[src/verilog/rstcause_pkg.sv]
package rstcause_pkg;
  localparam logic [7:0] STATUS_IDX = 8'h03;
  localparam logic [7:0] PWRCTL_IDX = 8'h8E;
  localparam logic [11:0] OFS_STATUS = {2'b00, STATUS_IDX, 2'b00};
  localparam logic [11:0] OFS_PWRCTL = {2'b00, PWRCTL_IDX, 2'b00};
  localparam logic [11:0] OFS_CTRL = 12'h400;
  localparam logic [11:0] OFS_PC = 12'h404;
  localparam logic [11:0] OFS_DELAY = 12'h408;
  localparam logic [11:0] OFS_OPTDIR = 12'h40C;
  localparam int BIT_BROWNOUT = 0;
  localparam int BIT_POWERON = 1;
  localparam int BIT_PD = 3;
  localparam int BIT_TO = 4;
  localparam logic [7:0] STATUS_POR_VAL = 8'h18;
  localparam logic [1:0] PWRCTL_MASK = 2'h3;
  localparam logic [12:0] PC_RESET = 13'h0000;
  localparam logic [12:0] PC_VECTOR = 13'h0004;
  localparam logic [7:0] PCL_RESET = 8'h00;
  localparam logic [7:0] OPTION_RESET = 8'hFF;
  localparam logic [5:0] DIR_RESET = 6'h3F;
  localparam int OST_PERIODS = 1024;
  localparam int PWRT_US = 72000;
  localparam int CLK_MHZ = 20;
  localparam int PWRT_CYCLES = PWRT_US * CLK_MHZ;
  localparam logic [1:0] RESP_OKAY = 2'b00;
  localparam logic [1:0] RESP_SLVERR = 2'b10;
  typedef enum logic [2:0] {
    OSC_LOW = 3'h0,
    OSC_MEDIUM = 3'h1,
    OSC_HIGH = 3'h2,
    OSC_RC = 3'h3,
    OSC_EXT = 3'h4,
    OSC_INT = 3'h5
  } osc_mode_type;
  typedef enum logic [2:0] {
    ST_HOLD = 3'b001,
    ST_PWRT = 3'b010,
    ST_OST = 3'b100
  } seq_state_type;
endpackage : rstcause_pkg

[src/verilog/startup_timer_if.sv]
`timescale 1ns/1ps
interface startup_timer_if;
  logic start;
  logic [31:0] load;
  logic busy;
  logic done;
  modport ctrl (output start, output load, input busy, input done);
  modport tmr (input start, input load, output busy, output done);
endinterface : startup_timer_if

[src/verilog/startup_timer.sv]
`timescale 1ns/1ps
module startup_timer (
  input wire logic clk,
  input wire logic rst,
  startup_timer_if.tmr t
);
  logic [31:0] cnt_r;
  logic done_r;
  assign t.busy = (cnt_r != 32'h0);
  assign t.done = done_r;
  always_ff @(posedge clk or posedge rst) begin
    if (rst) begin
      cnt_r <= 32'h0;
      done_r <= 1'b0;
    end else begin
      done_r <= (cnt_r == 32'h1) || (t.start && t.load == 32'h0);
      if (t.start) cnt_r <= t.load;
      else if (cnt_r != 32'h0) cnt_r <= cnt_r - 32'h1;
    end
  end
endmodule : startup_timer

[src/verilog/reset_cause_status_logic.sv]
`timescale 1ns/1ps
// Behaviour
// - Brown-out flag is bit 0 of the power-control register and is cleared by a brown-out reset.
// - With the brown-out detector disabled the brown-out flag has no defined meaning.
// - Power-on flag is bit 1, forced to 0 by power-on reset, set to 1 by brown-out reset and kept on other resets.
// - Power-control register sits at 8Eh with only bits 1 and 0, upper bits read 0.
// - Crystal modes wait power-up delay plus 1024 periods, others only the power-up delay.
// - Reset cause is encoded in power-on, brown-out, time-out and power-down bits per event.
// - Resets load the program counter with 000h, wake-ups continue at the next address.
// - Interrupt wake-up with global enable runs the next instruction then goes to the vector.
// - Status at 03h takes 0001 1xxx on power-on or brown-out, other resets clear upper bits, wake-ups keep them.
// - External and watchdog resets apply non-power-up reset values; brown-out applies the power-up values.
// - Resets clear program counter low and set option and pin-direction to all ones.
// - Watchdog wake-up leaves option and pin-direction untouched, changing only time-out, power-down and the program counter.
// - Power-up delay is fixed and used only after power-on or brown-out when enabled.
module reset_cause_status_logic
  import rstcause_pkg::*;
#(
  parameter int PWRT_COUNT = PWRT_CYCLES,
  parameter int OST_COUNT = OST_PERIODS
) (
  input wire logic CORE_CLK,
  input wire logic RST,
  input wire logic POWERON_EVT,
  input wire logic BROWNOUT_EVT,
  input wire logic EXT_RESET_EVT,
  input wire logic WATCHDOG_EVT,
  input wire logic INT_WAKE_EVT,
  input wire logic SLEEPING,
  input wire logic GLOBAL_INTERRUPT_ENABLE,
  input wire logic POWERUP_TIMER_DISABLE,
  input wire logic BROWNOUT_DETECTOR_ENABLE,
  input wire logic [2:0] OSC_MODE,
  input wire logic [12:0] PC_IN,
  input wire logic [11:0] S_AXI_AWADDR,
  input wire logic S_AXI_AWVALID,
  output logic S_AXI_AWREADY,
  input wire logic [31:0] S_AXI_WDATA,
  input wire logic [3:0] S_AXI_WSTRB,
  input wire logic S_AXI_WVALID,
  output logic S_AXI_WREADY,
  output logic [1:0] S_AXI_BRESP,
  output logic S_AXI_BVALID,
  input wire logic S_AXI_BREADY,
  input wire logic [11:0] S_AXI_ARADDR,
  input wire logic S_AXI_ARVALID,
  output logic S_AXI_ARREADY,
  output logic [31:0] S_AXI_RDATA,
  output logic [1:0] S_AXI_RRESP,
  output logic S_AXI_RVALID,
  input wire logic S_AXI_RREADY,
  output logic CORE_RESET,
  output logic [12:0] PC_LOAD,
  output logic PC_LOAD_STB,
  output logic [7:0] OPTION_VALUE,
  output logic [5:0] PIN_DIRECTION
);
  if (PWRT_COUNT < 1 || OST_COUNT < 1) begin : g_bad_counts
    $error("bad startup counts");
  end
  // Synchronisers for event and configuration inputs
  logic [6:0] s1_r, s2_r, s3_r;
  logic [4:0] c1_r, c2_r;
  always_ff @(posedge CORE_CLK or posedge RST) begin
    if (RST) begin
      s1_r <= 7'h0;
      s2_r <= 7'h0;
      s3_r <= 7'h0;
      c1_r <= 5'h00;
      c2_r <= 5'h00;
    end else begin
      s1_r <= {SLEEPING, INT_WAKE_EVT, WATCHDOG_EVT, EXT_RESET_EVT, BROWNOUT_EVT, POWERON_EVT,
               GLOBAL_INTERRUPT_ENABLE};
      s2_r <= s1_r;
      s3_r <= s2_r;
      c1_r <= {BROWNOUT_DETECTOR_ENABLE, POWERUP_TIMER_DISABLE, OSC_MODE};
      c2_r <= c1_r;
    end
  end
  wire global_interrupt_enable = s2_r[0];
  wire sleeping = s2_r[6];
  wire bod_en = c2_r[4];
  wire pwrt_off = c2_r[3];
  wire [2:0] osc_mode = c2_r[2:0];
  wire [4:0] rise = s2_r[5:1] & ~s3_r[5:1];
  wire ev_por = rise[0];
  wire ev_bod = rise[1] & bod_en & ~ev_por;
  wire ev_ext = rise[2] & ~ev_por & ~ev_bod;
  wire ev_wdt = rise[3] & ~ev_por & ~ev_bod & ~ev_ext;
  wire ev_int = rise[4] & sleeping & ~ev_por & ~ev_bod & ~ev_ext & ~ev_wdt;
  wire wdt_wake = ev_wdt & sleeping;
  wire wdt_rst = ev_wdt & ~sleeping;
  wire any_reset = ev_por | ev_bod | ev_ext | wdt_rst;
  wire powerup = ev_por | ev_bod;
  // Registers
  logic [7:0] status_r, status_nxt;
  logic [1:0] pwr_r, pwr_nxt;
  logic [7:0] opt_r;
  logic [5:0] dir_r;
  logic [7:0] pcl_r;
  logic [12:0] pc_r;
  logic pc_stb_r;
  logic vec_pend_r;
  logic bus_we;
  logic [11:0] wr_addr;
  logic [31:0] wr_data;
  wire wr_status = bus_we && wr_addr == OFS_STATUS && S_AXI_WSTRB[0];
  wire wr_pwr = bus_we && wr_addr == OFS_PWRCTL && S_AXI_WSTRB[0];
  wire wr_opt = bus_we && wr_addr == OFS_OPTDIR && S_AXI_WSTRB[0];
  wire wr_dir = bus_we && wr_addr == OFS_OPTDIR && S_AXI_WSTRB[1];
  always_comb begin
    status_nxt = status_r;
    pwr_nxt = pwr_r;
    if (wr_status) status_nxt = {wr_data[7:5], status_r[BIT_TO:BIT_PD], wr_data[2:0]};
    if (wr_pwr) pwr_nxt = wr_data[1:0] & PWRCTL_MASK;
    if (ev_por) begin
      status_nxt = {STATUS_POR_VAL[7:3], status_r[2:0]};
      pwr_nxt[BIT_POWERON] = 1'b0;
    end else if (ev_bod) begin
      status_nxt = {STATUS_POR_VAL[7:3], status_r[2:0]};
      pwr_nxt[BIT_BROWNOUT] = 1'b0;
      pwr_nxt[BIT_POWERON] = 1'b1;
    end else if (ev_ext) begin
      status_nxt[7:5] = 3'h0;
      if (sleeping) begin
        status_nxt[BIT_TO] = 1'b1;
        status_nxt[BIT_PD] = 1'b0;
      end
    end else if (wdt_rst) begin
      status_nxt[7:5] = 3'h0;
      status_nxt[BIT_TO] = 1'b0;
    end else if (wdt_wake) begin
      status_nxt[BIT_TO] = 1'b0;
      status_nxt[BIT_PD] = 1'b0;
    end else if (ev_int) begin
      status_nxt[BIT_TO] = 1'b1;
      status_nxt[BIT_PD] = 1'b0;
    end
  end
  always_ff @(posedge CORE_CLK or posedge RST) begin
    if (RST) begin
      status_r <= STATUS_POR_VAL;
      pwr_r <= 2'h0;
    end else begin
      status_r <= status_nxt;
      pwr_r <= pwr_nxt;
    end
  end
  always_ff @(posedge CORE_CLK or posedge RST) begin
    if (RST) begin
      opt_r <= OPTION_RESET;
      dir_r <= DIR_RESET;
    end else if (any_reset) begin
      opt_r <= OPTION_RESET;
      dir_r <= DIR_RESET;
    end else begin
      if (wr_opt) opt_r <= wr_data[7:0];
      if (wr_dir) dir_r <= wr_data[13:8];
    end
  end
  // Program counter selection
  wire [12:0] pc_next = PC_IN + 13'h0001;
  always_ff @(posedge CORE_CLK or posedge RST) begin
    if (RST) begin
      pc_r <= PC_RESET;
      pcl_r <= PCL_RESET;
      pc_stb_r <= 1'b0;
      vec_pend_r <= 1'b0;
    end else begin
      pc_stb_r <= any_reset | wdt_wake | ev_int | vec_pend_r;
      vec_pend_r <= ev_int & global_interrupt_enable;
      if (any_reset) begin
        pc_r <= PC_RESET;
        pcl_r <= PCL_RESET;
      end else if (vec_pend_r) begin
        pc_r <= PC_VECTOR;
        pcl_r <= PC_VECTOR[7:0];
      end else if (wdt_wake | ev_int) begin
        pc_r <= pc_next;
        pcl_r <= pc_next[7:0];
      end
    end
  end
  // Start-up delay sequencer
  startup_timer_if tif ();
  startup_timer u_tmr (.clk(CORE_CLK), .rst(RST), .t(tif));
  seq_state_type st_r, st_nxt;
  logic hold_r;
  wire crystal = osc_mode == OSC_LOW || osc_mode == OSC_MEDIUM || osc_mode == OSC_HIGH;
  wire use_pwrt = powerup & ~pwrt_off;
  wire need_ost = crystal & (powerup | wdt_wake | ev_int);
  logic ost_after_r;
  always_comb begin
    st_nxt = st_r;
    tif.start = 1'b0;
    tif.load = 32'h0;
    unique case (st_r)
      ST_HOLD: begin
        if (use_pwrt) begin
          st_nxt = ST_PWRT;
          tif.start = 1'b1;
          tif.load = PWRT_COUNT;
        end else if (need_ost) begin
          st_nxt = ST_OST;
          tif.start = 1'b1;
          tif.load = OST_COUNT;
        end
      end
      ST_PWRT: begin
        if (tif.done) begin
          st_nxt = ost_after_r ? ST_OST : ST_HOLD;
          tif.start = ost_after_r;
          tif.load = ost_after_r ? OST_COUNT : 32'h0;
        end
      end
      ST_OST: begin
        if (tif.done) st_nxt = ST_HOLD;
      end
    endcase
  end
  always_ff @(posedge CORE_CLK or posedge RST) begin
    if (RST) begin
      st_r <= ST_HOLD;
      ost_after_r <= 1'b0;
      hold_r <= 1'b1;
    end else begin
      st_r <= st_nxt;
      if (st_r == ST_HOLD) ost_after_r <= crystal;
      hold_r <= (st_nxt != ST_HOLD) || (any_reset && !use_pwrt && !need_ost);
    end
  end
  // AXI4-Lite slave
  logic aw_ok_r, w_ok_r, bvalid_r, rvalid_r;
  logic [31:0] rdata_r;
  logic [1:0] bresp_r, rresp_r;
  logic [11:0] awaddr_r;
  logic [31:0] wdata_r;
  assign S_AXI_AWREADY = !aw_ok_r && !bvalid_r;
  assign S_AXI_WREADY = !w_ok_r && !bvalid_r;
  assign S_AXI_ARREADY = !rvalid_r;
  wire aw_now = S_AXI_AWVALID && S_AXI_AWREADY;
  wire w_now = S_AXI_WVALID && S_AXI_WREADY;
  assign wr_addr = aw_now ? S_AXI_AWADDR : awaddr_r;
  assign wr_data = w_now ? S_AXI_WDATA : wdata_r;
  assign bus_we = (aw_ok_r || aw_now) && (w_ok_r || w_now);
  wire wr_hit = wr_addr == OFS_STATUS || wr_addr == OFS_PWRCTL || wr_addr == OFS_OPTDIR;
  wire [11:0] ra = S_AXI_ARADDR;
  wire rd_hit = ra == OFS_STATUS || ra == OFS_PWRCTL || ra == OFS_CTRL || ra == OFS_PC
                || ra == OFS_DELAY || ra == OFS_OPTDIR;
  wire [31:0] rd_mux =
    ra == OFS_STATUS ? {24'h0, status_r} :
    ra == OFS_PWRCTL ? {30'h0, pwr_r} :
    ra == OFS_CTRL ? {26'h0, bod_en, pwrt_off, sleeping, osc_mode} :
    ra == OFS_PC ? {11'h0, pcl_r, pc_r} :
    ra == OFS_DELAY ? {29'h0, st_r} :
    ra == OFS_OPTDIR ? {18'h0, dir_r, opt_r} : 32'h0;
  always_ff @(posedge CORE_CLK or posedge RST) begin
    if (RST) begin
      aw_ok_r <= 1'b0;
      w_ok_r <= 1'b0;
      bvalid_r <= 1'b0;
      rvalid_r <= 1'b0;
      awaddr_r <= 12'h0;
      wdata_r <= 32'h0;
      rdata_r <= 32'h0;
      bresp_r <= RESP_OKAY;
      rresp_r <= RESP_OKAY;
    end else begin
      if (aw_now) awaddr_r <= S_AXI_AWADDR;
      if (w_now) wdata_r <= S_AXI_WDATA;
      if (bus_we) begin
        aw_ok_r <= 1'b0;
        w_ok_r <= 1'b0;
        bvalid_r <= 1'b1;
        bresp_r <= wr_hit ? RESP_OKAY : RESP_SLVERR;
      end else begin
        if (aw_now) aw_ok_r <= 1'b1;
        if (w_now) w_ok_r <= 1'b1;
        if (bvalid_r && S_AXI_BREADY) bvalid_r <= 1'b0;
      end
      if (S_AXI_ARVALID && S_AXI_ARREADY) begin
        rvalid_r <= 1'b1;
        rdata_r <= rd_mux;
        rresp_r <= rd_hit ? RESP_OKAY : RESP_SLVERR;
      end else if (rvalid_r && S_AXI_RREADY) begin
        rvalid_r <= 1'b0;
      end
    end
  end
  assign S_AXI_BVALID = bvalid_r;
  assign S_AXI_BRESP = bresp_r;
  assign S_AXI_RVALID = rvalid_r;
  assign S_AXI_RDATA = rdata_r;
  assign S_AXI_RRESP = rresp_r;
  assign CORE_RESET = hold_r;
  assign PC_LOAD = pc_r;
  assign PC_LOAD_STB = pc_stb_r;
  assign OPTION_VALUE = opt_r;
  assign PIN_DIRECTION = dir_r;
endmodule : reset_cause_status_logic

[config.mk]
export PLATFORM = sky130hd
export DESIGN_NAME = reset_cause_status_logic
export DESIGN_NICKNAME = d
export VERILOG_FILES = /design/src/verilog/rstcause_pkg.sv /design/src/verilog/startup_timer_if.sv /design/src/verilog/startup_timer.sv /design/src/verilog/reset_cause_status_logic.sv
export SDC_FILE = /design/constraint.sdc
export NUM_CORES = 1
export LEC_CHECK = 0
export BUFFER_PORTS_ARGS = -buffer_cell sky130_fd_sc_hd__buf_2
export CORE_AREA = 2 2 126 128
export CTS_CLUSTER_SIZE = 10
export DETAILED_ROUTE_END_ITERATION = 10
export DIE_AREA = 0 0 128 130
export PLACE_DENSITY = 0.78
export SYNTH_ARGS = -nofsm -noshare
export SYNTH_HDL_FRONTEND = slang
export SYNTH_SLANG_ARGS = --single-unit
export TNS_END_PERCENT = 30
[constraint.sdc]
create_clock -name CORE_CLK -period 4.6 [get_ports CORE_CLK]
set_input_delay 0.46 -clock CORE_CLK [delete_from_list [all_inputs] [get_ports CORE_CLK]]
set_output_delay 0.46 -clock CORE_CLK [all_outputs]
set_load 0.02 [all_outputs]
======== Word level (Yosys, flattened, before mapping) ========
Index checks and enable logic that the tools add are counted.
word-level totals
  logic and storage cells ................. 193
  register bits ........................... 181
  output and inout port bits .............. 70
  bits of input ports ..................... 92
operators by class
  equality and inequality tests ........... 16
  add/sub/neg operators ................... 2
  reduce and logical (&&, ||, !) cells .... 51
  bitwise logic cells ..................... 34
  muxes and demuxes ....................... 60
operator list
  operator                                                              count
  21-bit 2-to-1 mux                                                     5
  32-bit 2-to-1 mux                                                     2
  12-bit by 11-bit == test with 1-bit output, second input constant     5
  8-bit 2-to-1 mux                                                      7
  14-bit 2-to-1 mux                                                     3
  21-bit one-hot mux with 2 select lines                                1
  13-bit 2-to-1 mux                                                     3
  11-bit 2-to-1 mux                                                     3
  32-bit by 1-bit == test with 1-bit output, second input constant      1
  32-bit zero test                                                      1
  32-bit nonzero test                                                   1
  32-bit by 1-bit subtractor with 32-bit output, second input constant  1
  12-bit by 10-bit == test with 1-bit output, second input constant     2
  12-bit by 4-bit == test with 1-bit output, second input constant      2
  3-bit 2-to-1 mux                                                      7
  1-bit logical AND                                                     18
  1-bit bitwise AND                                                     17
  1-bit 2-to-1 mux                                                      15
  2-bit 2-to-1 mux                                                      7
  2-bit nonzero test                                                    7
  13-bit by 1-bit adder with 13-bit output, second input constant       1
  1-bit logical OR                                                      13
  12-bit 2-to-1 mux                                                     1
  6-bit 2-to-1 mux                                                      2
  16 further kinds                                                      38

======== Longest topological paths before layout ========
Gate-level depths: netlist of run 1.
  depth in word-level cells ............... 18
  gate-level depth with buffers ........... 9
  mapped depth without buffers ............ 7

======== Hierarchy ========
A second synthesis of run 1 with hierarchy kept.
second synthesis, totals
  cell total of the unflattened synthesis .. 696
  area, all modules ....................... 7,747.4 µm²
by module, submodules not included
  module                    area each (µm²)  cells each  times used  seq. area each (µm²)
  reset_cause_status_logic  5,656.7          478         1           3,175.5
  startup_timer             2,090.8          218         1           825.8

======== Least setup slack after synthesis of run 1 ========
OpenSTA, ideal clock, no wires.
  kind .................................... register -> register
  start point ............................. register u_tmr.cnt_r[17]
  end point ............................... register u_tmr.cnt_r[10]
  arrival time ............................ 2,341 ps
  buffers on the path ..................... 1
  setup time .............................. 119 ps
  setup slack ............................. 2,140 ps
  period minus slack after synthesis ...... 2,460 ps
  required time ........................... 4,481 ps
  cell stages (with the launch flop) ...... 7
  cells stage by stage .................... dfrtp_1 -> or4_4 -> or4_4 -> or3_1 -> buf_2 -> and2_1 -> o21a_1
on the way
  word-level cells in the longest chain between the ends .. 2
RTL lines
  element                              RTL line             text
  from (decl)                          startup_timer.sv:7   logic [31:0] cnt_r;
  from (signal assigned)               startup_timer.sv:17  if (t.start) cnt_r <= t.load;
  from (signal assigned)               startup_timer.sv:18  else if (cnt_r != 32'h0) cnt_r <= cnt_r - 32'h1;
  32-bit nonzero test                  startup_timer.sv:18
  2-bit nonzero test (no source line)  n/a
No other way between the ends.
A chain may end at the register's enable or synchronous reset.

======== Final worst setup path of run 1 ========
  start point ............................. register u_tmr.cnt_r[17]
  end point ............................... register u_tmr.cnt_r[25]
on the way
  word-level cells in the longest chain between the ends .. 3
  elaborated cells on any way between the ends .. 5
  classes of those cells .................. add/sub: 1; mux: 2; reduce/logical: 2
RTL lines
  element                                        RTL line
  32-bit by 1-bit subtractor with 32-bit output  startup_timer.sv:18
  32-bit 2-to-1 mux                              startup_timer.sv:18
  32-bit 2-to-1 mux                              startup_timer.sv:17
Parallel ways exist; a longest one is shown, timed or not. The select of a mux whose other input is x is not followed.

==> results of run 1 <==
worst max-delay path, cell delays in order, from the launching register on:
cell                       delay (ps)
sky130_fd_sc_hd__dfrtp_1          430
sky130_fd_sc_hd__or4_4            600
sky130_fd_sc_hd__or4_4            580
sky130_fd_sc_hd__o311ai_1        1040
sky130_fd_sc_hd__o21ai_0          260
sky130_fd_sc_hd__a21oi_1          180
cell families (layout without fill, tap and decap cells):
kind of cell    Yosys count  count (layout)
flops                   159             159
compound gates          117             117
xor+xnor                 30              30
mux                      60              60
fa+ha+maj                 3               3
other cells               1              13
simple gates            264             264
buf+inv                  47             173
registers in the layout, indices dropped and copies added, names as in the netlist, 2 cells and up:
name           flops
u_tmr.cnt_r       32
S_AXI_RDATA       21
wdata_r           14
awaddr_r          12
OPTION_VALUE       8
status_r           8
pcl_r              7
s1_r               7
s2_r               7
PC_LOAD            6
PIN_DIRECTION      6
c1_r               5
c2_r               5
s3_r               5
st_r               3
pwr_r              2
power by group:
part	internal, mW	switching (mW)
registers	1.57	0.103
logic	0.244	0.365
clock network	0.842	0.552
layout make-up:
type,instances,share of cell area (%)
multi-input cells,487,36.3
clock inverters,9,1.27
inverters,10,0.474
repair buffers,131,7.76
well taps,192,2.76
clock buffers,23,5.49
flip-flops and latches,159,46.0
path summary, 6_finish.rpt:
| path | depth (start not counted) | slack, ps | start | to |
|---|---|---|---|---|
| max reg2reg | 5 | 1420 | u_tmr.cnt_r[17] | u_tmr.cnt_r[25] |
| min | 1 | 130 | EXT_RESET_EVT | s1_r[3] |
| max in group asynchronous | 3 | 3720 | RST | PC_LOAD[12] |
| max | 5 | 1420 | u_tmr.cnt_r[17] | u_tmr.cnt_r[25] |
| min reg2reg | 0 | 350 | c1_r[2] | c2_r[2] |
| min in group asynchronous | 3 | 240 | RST | s1_r[1] |
layer usage:
| metal | track usage, % | wire length, um |
|---|---|---|
| met3 | 4.51 | 880 |
| met4 | 7.11 | 311 |
| met2 | 34.4 | 7980 |
| met1 | 26.2 | 7210 |
| met5 | 0 | 0 |
stage by stage:
stage	hold slack (ps)	setup WS, ps
3_5_place_dp	335	1480
5_1_grt	117	1240
6_report	134	1420
2_1_floorplan	331	2140
4_1_cts	124	1440
3_3_place_gp	333	1570
placed cells by master, fill, tap and decap left out, types with 5 or more instances in the layout:
master / count
sky130_fd_sc_hd__a22o_1: 7
sky130_fd_sc_hd__nor4_1: 7
sky130_fd_sc_hd__nor3_1: 11
sky130_fd_sc_hd__dfstp_2: 18
sky130_fd_sc_hd__mux2_2: 20
sky130_fd_sc_hd__mux2i_1: 37
sky130_fd_sc_hd__nand4b_1: 7
sky130_fd_sc_hd__nor2b_1: 5
sky130_fd_sc_hd__o211ai_1: 7
sky130_fd_sc_hd__inv_1: 9
sky130_fd_sc_hd__or3_1: 9
sky130_fd_sc_hd__conb_1: 13
sky130_fd_sc_hd__o31ai_1: 6
sky130_fd_sc_hd__xnor2_1: 14
sky130_fd_sc_hd__buf_2: 128
sky130_fd_sc_hd__nand4_1: 12
sky130_fd_sc_hd__nand3b_1: 5
sky130_fd_sc_hd__nor4b_1: 5
sky130_fd_sc_hd__nand2_1: 92
sky130_fd_sc_hd__o21ai_0: 42
sky130_fd_sc_hd__nor2_1: 54
sky130_fd_sc_hd__a21oi_1: 17
sky130_fd_sc_hd__clkbuf_16: 17
sky130_fd_sc_hd__a211oi_1: 6
sky130_fd_sc_hd__or4_1: 7
sky130_fd_sc_hd__nand2b_1: 7
sky130_fd_sc_hd__and2_1: 6
sky130_fd_sc_hd__nand3_1: 20
sky130_fd_sc_hd__xor2_1: 16
sky130_fd_sc_hd__dfrtp_1: 141
==> results.txt, run 1 <==
The run finished with clean final reports. The final count of pins violating max slew came out at 0. The most common cell in the synthesized netlist is sky130_fd_sc_hd__dfrtp_1. The initial antenna violation count is 0.

The initial utilization of the core area, before any placement, comes to 47.5%. Synthesis handed over a netlist of 681 instances. In this run the static leakage power is 4.06 nW. The level count of the clock H-tree came out at 4. The ratio of final minimum period to clock period is 69.1%.

The number of global-route vias before repair is 5323. The final sum of negative setup slack is 0 ps. Global routing used 20.4% of the available tracks across all layers. The synthesized area divided by synthesized cell count came out at 10.8 sq um. The region available for standard cell placement spans 0.0154 sq mm.

The simple-gate share of the synthesized area is 18.1%. The count of yosys warnings during synthesis is 0. The clock period minus worst slack is 3180 ps.

The post-synthesis share of cell area spent on xor and xnor gates is 3.58%. CTS saw 159 sinks. The residual DRC count came out at 0. The maximum clock frequency came out at 0.314 GHz. The final design area excluding fillers came out at 0.00870 sq mm. Setup repair after global routing left no endpoint under its margin.

In this run the core area contains 46 standard-cell rows. The number of enable-type register cells in the synthesized netlist came out at 0. The type of the most critical hold path is in -> reg. The clock latency of the later-clocked register in the worst-skew pair is 430 ps.

The routed via count came out at 5616. STA classifies the critical path endpoint as a flop. The die covers 0.0166 sq mm.

The residual overflow from global routing came out at 0. The primary flip-flop cell chosen by synthesis mapping is sky130_fd_sc_hd__dfrtp_1. The total area of multi-input combinational cells is 0.00316 sq mm. The worst slew margin relative to its limit is 17.0%. In this run, post-CTS hold repair placed 0 buffers. The first-pass iteration count of the detailed router is 5. The compound-gate portion of the synthesized area is 11.1%.

The data arrival time of the critical path came out at 3520 ps. Ranked by total cell area, the synthesized netlist is headed by sky130_fd_sc_hd__dfrtp_1 (48%), sky130_fd_sc_hd__dfstp_2 (6.4%), sky130_fd_sc_hd__mux2i_1 (5.1%), sky130_fd_sc_hd__nand2_1 (4.7%), sky130_fd_sc_hd__mux2_2 (3.1%). The pin count of the biggest net entering global routing came out at 160. The commonest cells after synthesis are sky130_fd_sc_hd__dfrtp_1 (141), sky130_fd_sc_hd__nand2_1 (92), sky130_fd_sc_hd__nor2_1 (54), sky130_fd_sc_hd__o21ai_0 (42), sky130_fd_sc_hd__mux2i_1 (37). Counting tap cells, the placed design contains a total of 979 instances. The number of maximum-capacitance violations is 0. The post-CTS resize count came out at 0. The total setup buffers inserted after CTS came out at 0. Dividing the detail-routed via count by the number of cells gives 5.55. The filler cell count is 1303. The I/O pin total came out at 162. TritonCTS built the clock tree. Clock-pin slew was measured on the worst setup and hold paths at 60 ps. The instance area after placement came out at 0.00811 sq mm. The number of buffers inserted during clock tree synthesis is 17. The number of failing hold endpoints at the final stage was 0. The area added between synthesis and finish is 18.7%. The total design power came out at 3.67 mW. The fraction of the core area covered by cells at the end of the flow came out at 56.4%.

The total power divided by cell area came out at 422 mW/mm^2. From left edge to right edge, the die measures 128 um. The share of synthesized area spent on multiplexers is 9.04%. The synthesized design spends more area on one cell type than any other, namely sky130_fd_sc_hd__dfrtp_1. The share of flip-flops with an asynchronous set or reset came out at 100%. The detailed router finished its first iteration with 462 violations. The height of the die is 130 um. The adder and majority gate portion of the synthesized area came out at 0.512%. The worst IR drop on VDD came out at 0.000248 V. The final clock skew is 8.92 ps. After synthesis the cells add up to 0.00733 sq mm. After synthesis the netlist holds a flip-flop and latch count of 159. The maximum fanout along the worst path came out at 11. The share of synthesized area occupied by flip-flops and latches is 54.6%.

The worst setup path category is reg -> reg. By area, the combinational part of the netlist is dominated by simple AND/OR/NAND/NOR gates. The worst setup path is launched from a flop. The detail-routed net length per standard cell came out at 16.2 um. For this run, the number of standard cells in the final layout without fillers is 1011. Input and output buffers added on the ports amount to 128.

The netlist uses 63 different library cells. The wire length of the first global-routing pass is 26.4 mm. Summed over all nets, the half-perimeter wirelength after detailed placement is 11.6 mm. The sequential cells in the finished layout cover a total of 0.00400 sq mm. The overall routed net length came out at 16.4 mm. The required time of the critical path is 4940 ps. The actual transition at the worst max-transition pin is 1230 ps.

In the final layout, the share of cells above drive strength 1 is 26.6%. The global placement routability congestion came out at 0.856. In this run the clock root is driven by a sky130_fd_sc_hd__clkbuf_16.

The maximum buffer depth of the clock tree came out at 2. The total setup violations reported at the end of the flow is 0. The post-layout net count is 901. The number of antenna repair diodes is 0.

The number of routed nets with antenna violations is 0. Summed over its instances, the top area cell type makes up 48.1% of the synthesized netlist area.
(Power assumes the default switching activity.)
==> run 2, diff against run 1 <==
- CORE_AREA: 2 2 126 128 -> 2 2 120 122
- DIE_AREA: 0 0 128 130 -> 0 0 122 124
- PLACE_DENSITY: 0.78 -> 0.81
- clock period: 4.6 -> 3.15 ns (I/O delays scaled with it)
==> results.txt, run 2 (synthesis results as in run 1) <==
Status: complete, no violations (unchanged). The final count of pins violating max slew is 0 (unchanged). The register-to-register setup slack came out at 390 ps (was 1420 ps). The worst reg2reg path endpoint is u_tmr.cnt_r[13] (was u_tmr.cnt_r[25]). The leading cell type in the layout, fill and taps excluded is sky130_fd_sc_hd__dfrtp_1 (unchanged). The global placement routability congestion came out at 0.863 (was 0.856). The clock period minus worst slack was 2760 ps (was 3180 ps). The count of input and output buffers came out at 128 (unchanged). The total area of multi-input combinational cells is 0.00316 sq mm (unchanged).

The number of design-rule violations left by the first detailed-router iteration came out at 475 (was 462). The type of the most critical hold path is in -> async (was in -> reg). The final sum of negative setup slack is 0 ps (unchanged). The detail-routed net length per standard cell came to 16.5 um (was 16.2 um). The number of buffers inserted during clock tree synthesis was 17 (unchanged).

Most used cells in the layout excluding fill and tap cells: sky130_fd_sc_hd__dfrtp_1 (141), sky130_fd_sc_hd__buf_2 (128), sky130_fd_sc_hd__nand2_1 (92) (unchanged). The actual transition at the worst max-transition pin is 888 ps (was 1230 ps). The initial antenna violation count was 0 (unchanged).

The routed via count is 5674 (was 5616). The total power divided by cell area came out at 607 mW/mm^2 (was 422 mW/mm^2). The area taken by flip-flops and latches came out at 0.00400 sq mm (unchanged). The I/O pin total is 162 (unchanged). The number of rows in the core area was 43 (was 46). The required time of the critical path came out at 3400 ps (was 4940 ps).

The number of antenna repair diodes is 0 (unchanged). The post-CTS resize count is 0 (unchanged). The overall die area came out at 0.0151 sq mm (was 0.0166 sq mm). The worst slew margin relative to its limit is 40.7% (was 17.0%). The share of layout cells above drive strength 1 is 27.1% (was 26.6%).

The cell leakage power came out at 4.16 nW (was 4.06 nW). The floorplan core area came out at 0.0137 sq mm (was 0.0154 sq mm). The total setup buffers inserted after CTS came out at 0 (unchanged). The clock root buffer is sky130_fd_sc_hd__clkbuf_16 (unchanged). The overall fraction of global-route tracks in use is 23.2% (was 20.4%). The number of maximum-capacitance violations was 0 (unchanged). The clock tree from TritonCTS is yes (unchanged). The worst IR drop on VDD is 0.000399 V (was 0.000248 V). The final design area excluding fillers is 0.00888 sq mm (was 0.00870 sq mm). The initial standard-cell utilization of the core was 53.5% (was 47.5%). The cell with the largest stage delay on the worst path is sky130_fd_sc_hd__or4_4 (was sky130_fd_sc_hd__o311ai_1). The HPWL reported at the end of detailed placement is 11.7 mm (was 11.6 mm). The clock edge transition at the registers on the reported setup and hold paths came out at 60 ps (about the same).

The register containing the most flip-flops in the final layout was u_tmr.cnt_r (unchanged). The startpoint kind of the worst setup timing path is a flop (unchanged). The wire length of the first global-routing pass is 26.8 mm (was 26.4 mm). The number of global-route vias before repair is 5481 (was 5323). The sink count of the clock tree is 159 (unchanged). The first-pass iteration count of the detailed router is 5 (unchanged). The delay contributed by the slowest stage of the critical path came to 600 ps (was 1040 ps). The area added between synthesis and finish came out at 21.1% (was 18.7%). The final clock skew was 6.61 ps (was 8.92 ps).

The overall routed net length was 16.8 mm (was 16.4 mm). The clock latency of the later-clocked register in the worst-skew pair is 430 ps (about the same). The filler cell count was 1089 (was 1303). The ratio of final minimum period to clock period is 87.7% (was 69.1%).

Cell-by-cell listing of the critical path: or4_4 > or4_4 > or3_1 > o211ai_2 > o21ai_0 (was or4_4 > or4_4 > o311ai_1 > o21ai_0 > a21oi_1). Unrepaired setup endpoints after global routing: false (unchanged). The capturing element type of the critical path is a flop (unchanged). The per-cell via count in the routed design is 5.56 (was 5.55). The maximum fanout along the worst path was 9 (was 11).

The die span in x is 122 um (was 128 um). The maximum clock frequency is 0.362 GHz (was 0.314 GHz). The post-layout net count came out at 923 (was 901). The number of flip-flops under the largest register name is 32 (unchanged). The hold buffer count at CTS came out at 12 (was 0). The startpoint of the lowest-slack register-to-register path is u_tmr.cnt_r[17] (unchanged). The worst setup path category is reg -> reg (unchanged). The number of routed nets with antenna violations is 0 (unchanged). The level count of the clock H-tree came to 4 (unchanged). The total setup violations reported at the end of the flow is 0 (unchanged). The cell count of the worst reg-to-reg path came out at 5 (unchanged).

The pin count of the biggest net entering global routing is 160 (unchanged). The residual DRC count is 0 (unchanged). The maximum buffer depth of the clock tree was 2 (unchanged).

The number of failing hold endpoints at the final stage came to 0 (unchanged). The cell repeated most along the worst path is sky130_fd_sc_hd__or4_4 (unchanged). The instance area after placement came out at 0.00817 sq mm (was 0.00811 sq mm).

The height of the die came out at 124 um (was 130 um). The data arrival time of the critical path was 3020 ps (was 3520 ps). The residual overflow from global routing was 0 (unchanged).
run 2: cell count changes in the layout (fill, tap and decap cells not counted), sizes merged:
cell	previous run	this run
dlygate4sd3	0	12
buf	131	141
clkbuf	23	20
clkinv	3	6
bufinv	2	3
inv	10	9
run 2: layer usage:
layer / track usage (%) / routed length (um) / up-vias
li1: - / - / 2707
met1: 29.5 / 7340 / 2772
met2: 39.5 / 8360 / 169
met3: 5.68 / 872 / 26
met4: 7.40 / 250 / 0
met5: 0 / 0 / -
run 2: power by group:
| group | switching [mW] | internal [mW] | total (mW) |
|---|---|---|---|
| registers | 0.147 | 2.29 | 2.44 |
| logic | 0.547 | 0.370 | 0.917 |
| clock network | 0.800 | 1.24 | 2.04 |
| total | 1.50 | 3.90 | 5.39 |
run 2: how the worst max path moves through the flow:
| stage | startpoint | end | slack (ps) | cells after the start |
|---|---|---|---|---|
| floorplan | u_tmr.cnt_r[17] | u_tmr.cnt_r[10] | 690 | 6 |
| global placement | u_tmr.cnt_r[17] | u_tmr.cnt_r[20] | 450 | 5 |
| detailed placement | u_tmr.cnt_r[17] | u_tmr.cnt_r[13] | 420 | 5 |
| CTS | u_tmr.cnt_r[17] | u_tmr.cnt_r[13] | 390 | 5 |
| global route | u_tmr.cnt_r[17] | u_tmr.cnt_r[13] | 250 | 5 |
| finish | u_tmr.cnt_r[17] | u_tmr.cnt_r[13] | 390 | 5 |
run 2: final cells by class:
cell class,instances,share of cell area (%)
clock inverter,12,1.65
inverter,10,0.465
sequential,159,45.1
multi-input combinational,487,35.5
tap,180,2.54
timing repair buffer,153,9.81
clock buffer,20,4.92
run 2: worst max-delay path, delay by kind of cell (launching register included):
kind	cells	cell delay (ps)
AO/OA/AOI/OAI	2	400
flip-flops	1	440
AND/OR/NAND/NOR	3	1750
run 2: through the flow:
step                power [mW]  hold slack [ps]  std cells  util [%]  setup slack, ps
finish                    5.39             55.0       1021      64.7              387
global route              5.63             79.2       1021      64.7              255
CTS                       5.42             81.5       1021      64.7              389
detailed placement        3.37              335        977      59.6              415
global placement          3.33              334        977      59.6              452
floorplan                 3.10              331        693         -              690
==> run 3, diff against run 2 <==
- CTS_BUF_LIST: not set -> sky130_fd_sc_hd__clkbuf_4 sky130_fd_sc_hd__clkbuf_8 sky130_fd_sc_hd__clkbuf_16
- PLACE_DENSITY: 0.81 -> 0.82
==> results.txt, run 3 (synthesis results as in run 1) <==
The startpoint kind of the worst setup timing path was a flop (unchanged). The net switching power came to 1.53 mW (was 1.50 mW). The initial antenna violation count came out at 0 (unchanged). The maximum clock frequency is 0.362 GHz (about the same). Most used cells in the layout excluding fill and tap cells: sky130_fd_sc_hd__dfrtp_1 (141), sky130_fd_sc_hd__buf_2 (128), sky130_fd_sc_hd__nand2_1 (92) (unchanged). The sink count of the clock tree is 159 (unchanged).

The wire length of the first global-routing pass is 27.5 mm (was 26.8 mm). The clock edge transition at the registers on the reported setup and hold paths is 60 ps (about the same). The total setup buffers inserted after CTS came out at 0 (unchanged). The number of buffers inserted during clock tree synthesis is 17 (unchanged). The number of rows in the core area came out at 43 (unchanged). The overall fraction of global-route tracks in use was 23.7% (was 23.2%).

The final design area excluding fillers was 0.00893 sq mm (was 0.00888 sq mm). The residual DRC count is 0 (unchanged). The ratio of final minimum period to clock period is 87.7% (about the same).

The total design power is 5.45 mW (was 5.39 mW). The worst slew margin relative to its limit is 41.1% (was 40.7%). The HPWL reported at the end of detailed placement came to 11.8 mm (was 11.7 mm).

The proportion of power drawn by the clock network is 38.1% (was 37.8%). The number of routed nets with antenna violations came to 0 (unchanged). The count of input and output buffers is 128 (unchanged). The internal portion of total power came out at 3.92 mW (was 3.90 mW).

The total power divided by cell area is 610 mW/mm^2 (was 607 mW/mm^2). The net switching fraction of the power came out at 28.0% (was 27.7%). The share of power burned in registers was 44.9% (was 45.2%). The cell count after placement was 980 (was 977). The actual transition at the worst max-transition pin came out at 882 ps (was 888 ps). The number of global-route vias before repair was 5594 (was 5481). The number of antenna repair diodes was 0 (unchanged). The maximum fanout along the worst path was 9 (unchanged). The register containing the most flip-flops in the final layout was u_tmr.cnt_r (unchanged). Unrepaired setup endpoints after global routing: false (unchanged). The clock tree from TritonCTS is yes (unchanged). The cell count of the worst reg-to-reg path came out at 5 (unchanged).

The instance area after placement is 0.00820 sq mm (was 0.00817 sq mm). The detail-routed net length per standard cell is 16.2 um (was 16.5 um). The number of maximum-capacitance violations is 0 (unchanged). The global placement routability congestion came out at 0.848 (was 0.863).

The area taken by flip-flops and latches came out at 0.00400 sq mm (unchanged). The met1 layer wirelength in the final routing came to 7.11 mm (was 7.34 mm). The cell leakage power came to 4.18 nW (was 4.16 nW).

The floorplan core area is 0.0137 sq mm (unchanged). The clock period minus worst slack is 2760 ps (about the same). The height of the die was 124 um (unchanged). The routed length on met3 came out at 955 um (was 872 um).

The setup slack after placement is 378 ps (was 415 ps). The total area of multi-input combinational cells came out at 0.00316 sq mm (unchanged). Status: complete, no violations (unchanged). The required time of the critical path is 3410 ps (was 3400 ps). The maximum buffer depth of the clock tree is 2 (unchanged). The filler cell count is 1068 (was 1089).

The overall routed net length is 16.7 mm (was 16.8 mm). The initial standard-cell utilization of the core was 53.5% (unchanged). The final count of pins violating max slew came out at 0 (unchanged). The per-cell via count in the routed design was 5.57 (was 5.56). The detailed-routed wire length on met2 is 8.23 mm (was 8.36 mm). The total setup violations reported at the end of the flow is 0 (unchanged).

The number of flip-flops under the largest register name came out at 32 (unchanged). The die span in x came out at 122 um (unchanged). The I/O pin total is 162 (unchanged).

The residual overflow from global routing is 0 (unchanged). The capturing element type of the critical path is a flop (unchanged). The post-layout net count came to 927 (was 923). The routed via count is 5714 (was 5674).

The highest routed metal layer is met4 (unchanged). The slack of the critical path was 387 ps (about the same). The fraction of the core area covered by cells at the end of the flow was 65.1% (was 64.7%). The final sum of negative setup slack is 0 ps (unchanged). The number of design-rule violations left by the first detailed-router iteration is 526 (was 475). The type of the most critical hold path is in -> reg (was in -> async). The area added between synthesis and finish is 21.7% (was 21.1%). The worst setup path category was reg -> reg (unchanged). The overall die area came out at 0.0151 sq mm (unchanged). The first-pass iteration count of the detailed router came out at 5 (unchanged). The clock root buffer is sky130_fd_sc_hd__clkbuf_16 (unchanged).

The worst IR drop on VDD came out at 0.000395 V (was 0.000399 V). The share of layout cells above drive strength 1 is 27.7% (was 27.1%). The clock latency of the later-clocked register in the worst-skew pair is 430 ps (about the same). The final clock skew came out at 8.08 ps (was 6.61 ps).

The level count of the clock H-tree is 4 (unchanged). Along the worst hold path, the cell count comes to 2. The number of failing hold endpoints at the final stage is 0 (unchanged). The data arrival time of the critical path came to 3020 ps (about the same). The leading cell type in the layout, fill and taps excluded is sky130_fd_sc_hd__dfrtp_1 (unchanged). The post-route worst hold slack is 71.2 ps (was 55.0 ps). The pin count of the biggest net entering global routing is 76 (was 160). The logic gate share of total power came out at 17.0% (about the same). The number of non-filler instances in the completed layout came out at 1025 (was 1021).
run 3: critical path, stage by stage, from the launching register on:
cell and delay, ps:
sky130_fd_sc_hd__dfrtp_1 440, sky130_fd_sc_hd__or4_4 610, sky130_fd_sc_hd__or4_4 570, sky130_fd_sc_hd__or3_1 560
sky130_fd_sc_hd__o211ai_2 230, sky130_fd_sc_hd__o21ai_0 170
run 3: worst paths after layout:
kind / startpoint / end / slack (ps)
max: u_tmr.cnt_r[17] / u_tmr.cnt_r[20] / 390
min: S_AXI_RREADY / S_AXI_RVALID / 70
max reg2reg: u_tmr.cnt_r[17] / u_tmr.cnt_r[20] / 390
min reg2reg: s1_r[0] / s2_r[0] / 350
max in group asynchronous: RST / PIN_DIRECTION[4] / 1790
min in group asynchronous: RST / c1_r[1] / 540
run 3: power by group through the flow:
| stage | Combinational, mW | Clock [mW] | Sequential, mW |
|---|---|---|---|
| 3_5_place_dp | 0.904 | 0 | 2.47 |
| 5_1_grt | 1.04 | 2.21 | 2.47 |
| 2_1_floorplan | 0.633 | 0 | 2.46 |
| 6_report | 0.923 | 2.08 | 2.44 |
| 3_3_place_gp | 0.880 | 0 | 2.46 |
| 4_1_cts | 0.926 | 2.11 | 2.44 |
run 3: what timing repair did:
item,in CTS,in global routing
gates resized for setup,0,0
hold endpoints to repair,41,0
hold buffers,13,0
run 3: layout make-up:
type / instances / area share [%]
sequential: 159 / 44.8
tap: 180 / 2.52
clock inverter: 14 / 1.86
inverter: 10 / 0.463
multi-input combinational: 487 / 35.4
timing repair buffer: 157 / 10.1
clock buffer: 18 / 4.85
run 3: per-layer routing:
metal  up-vias  track usage, %
met4         0            10.3
met3        28            4.67
met1      2780            30.4
met5         -               0
li1       2705               -
met2       201            39.5
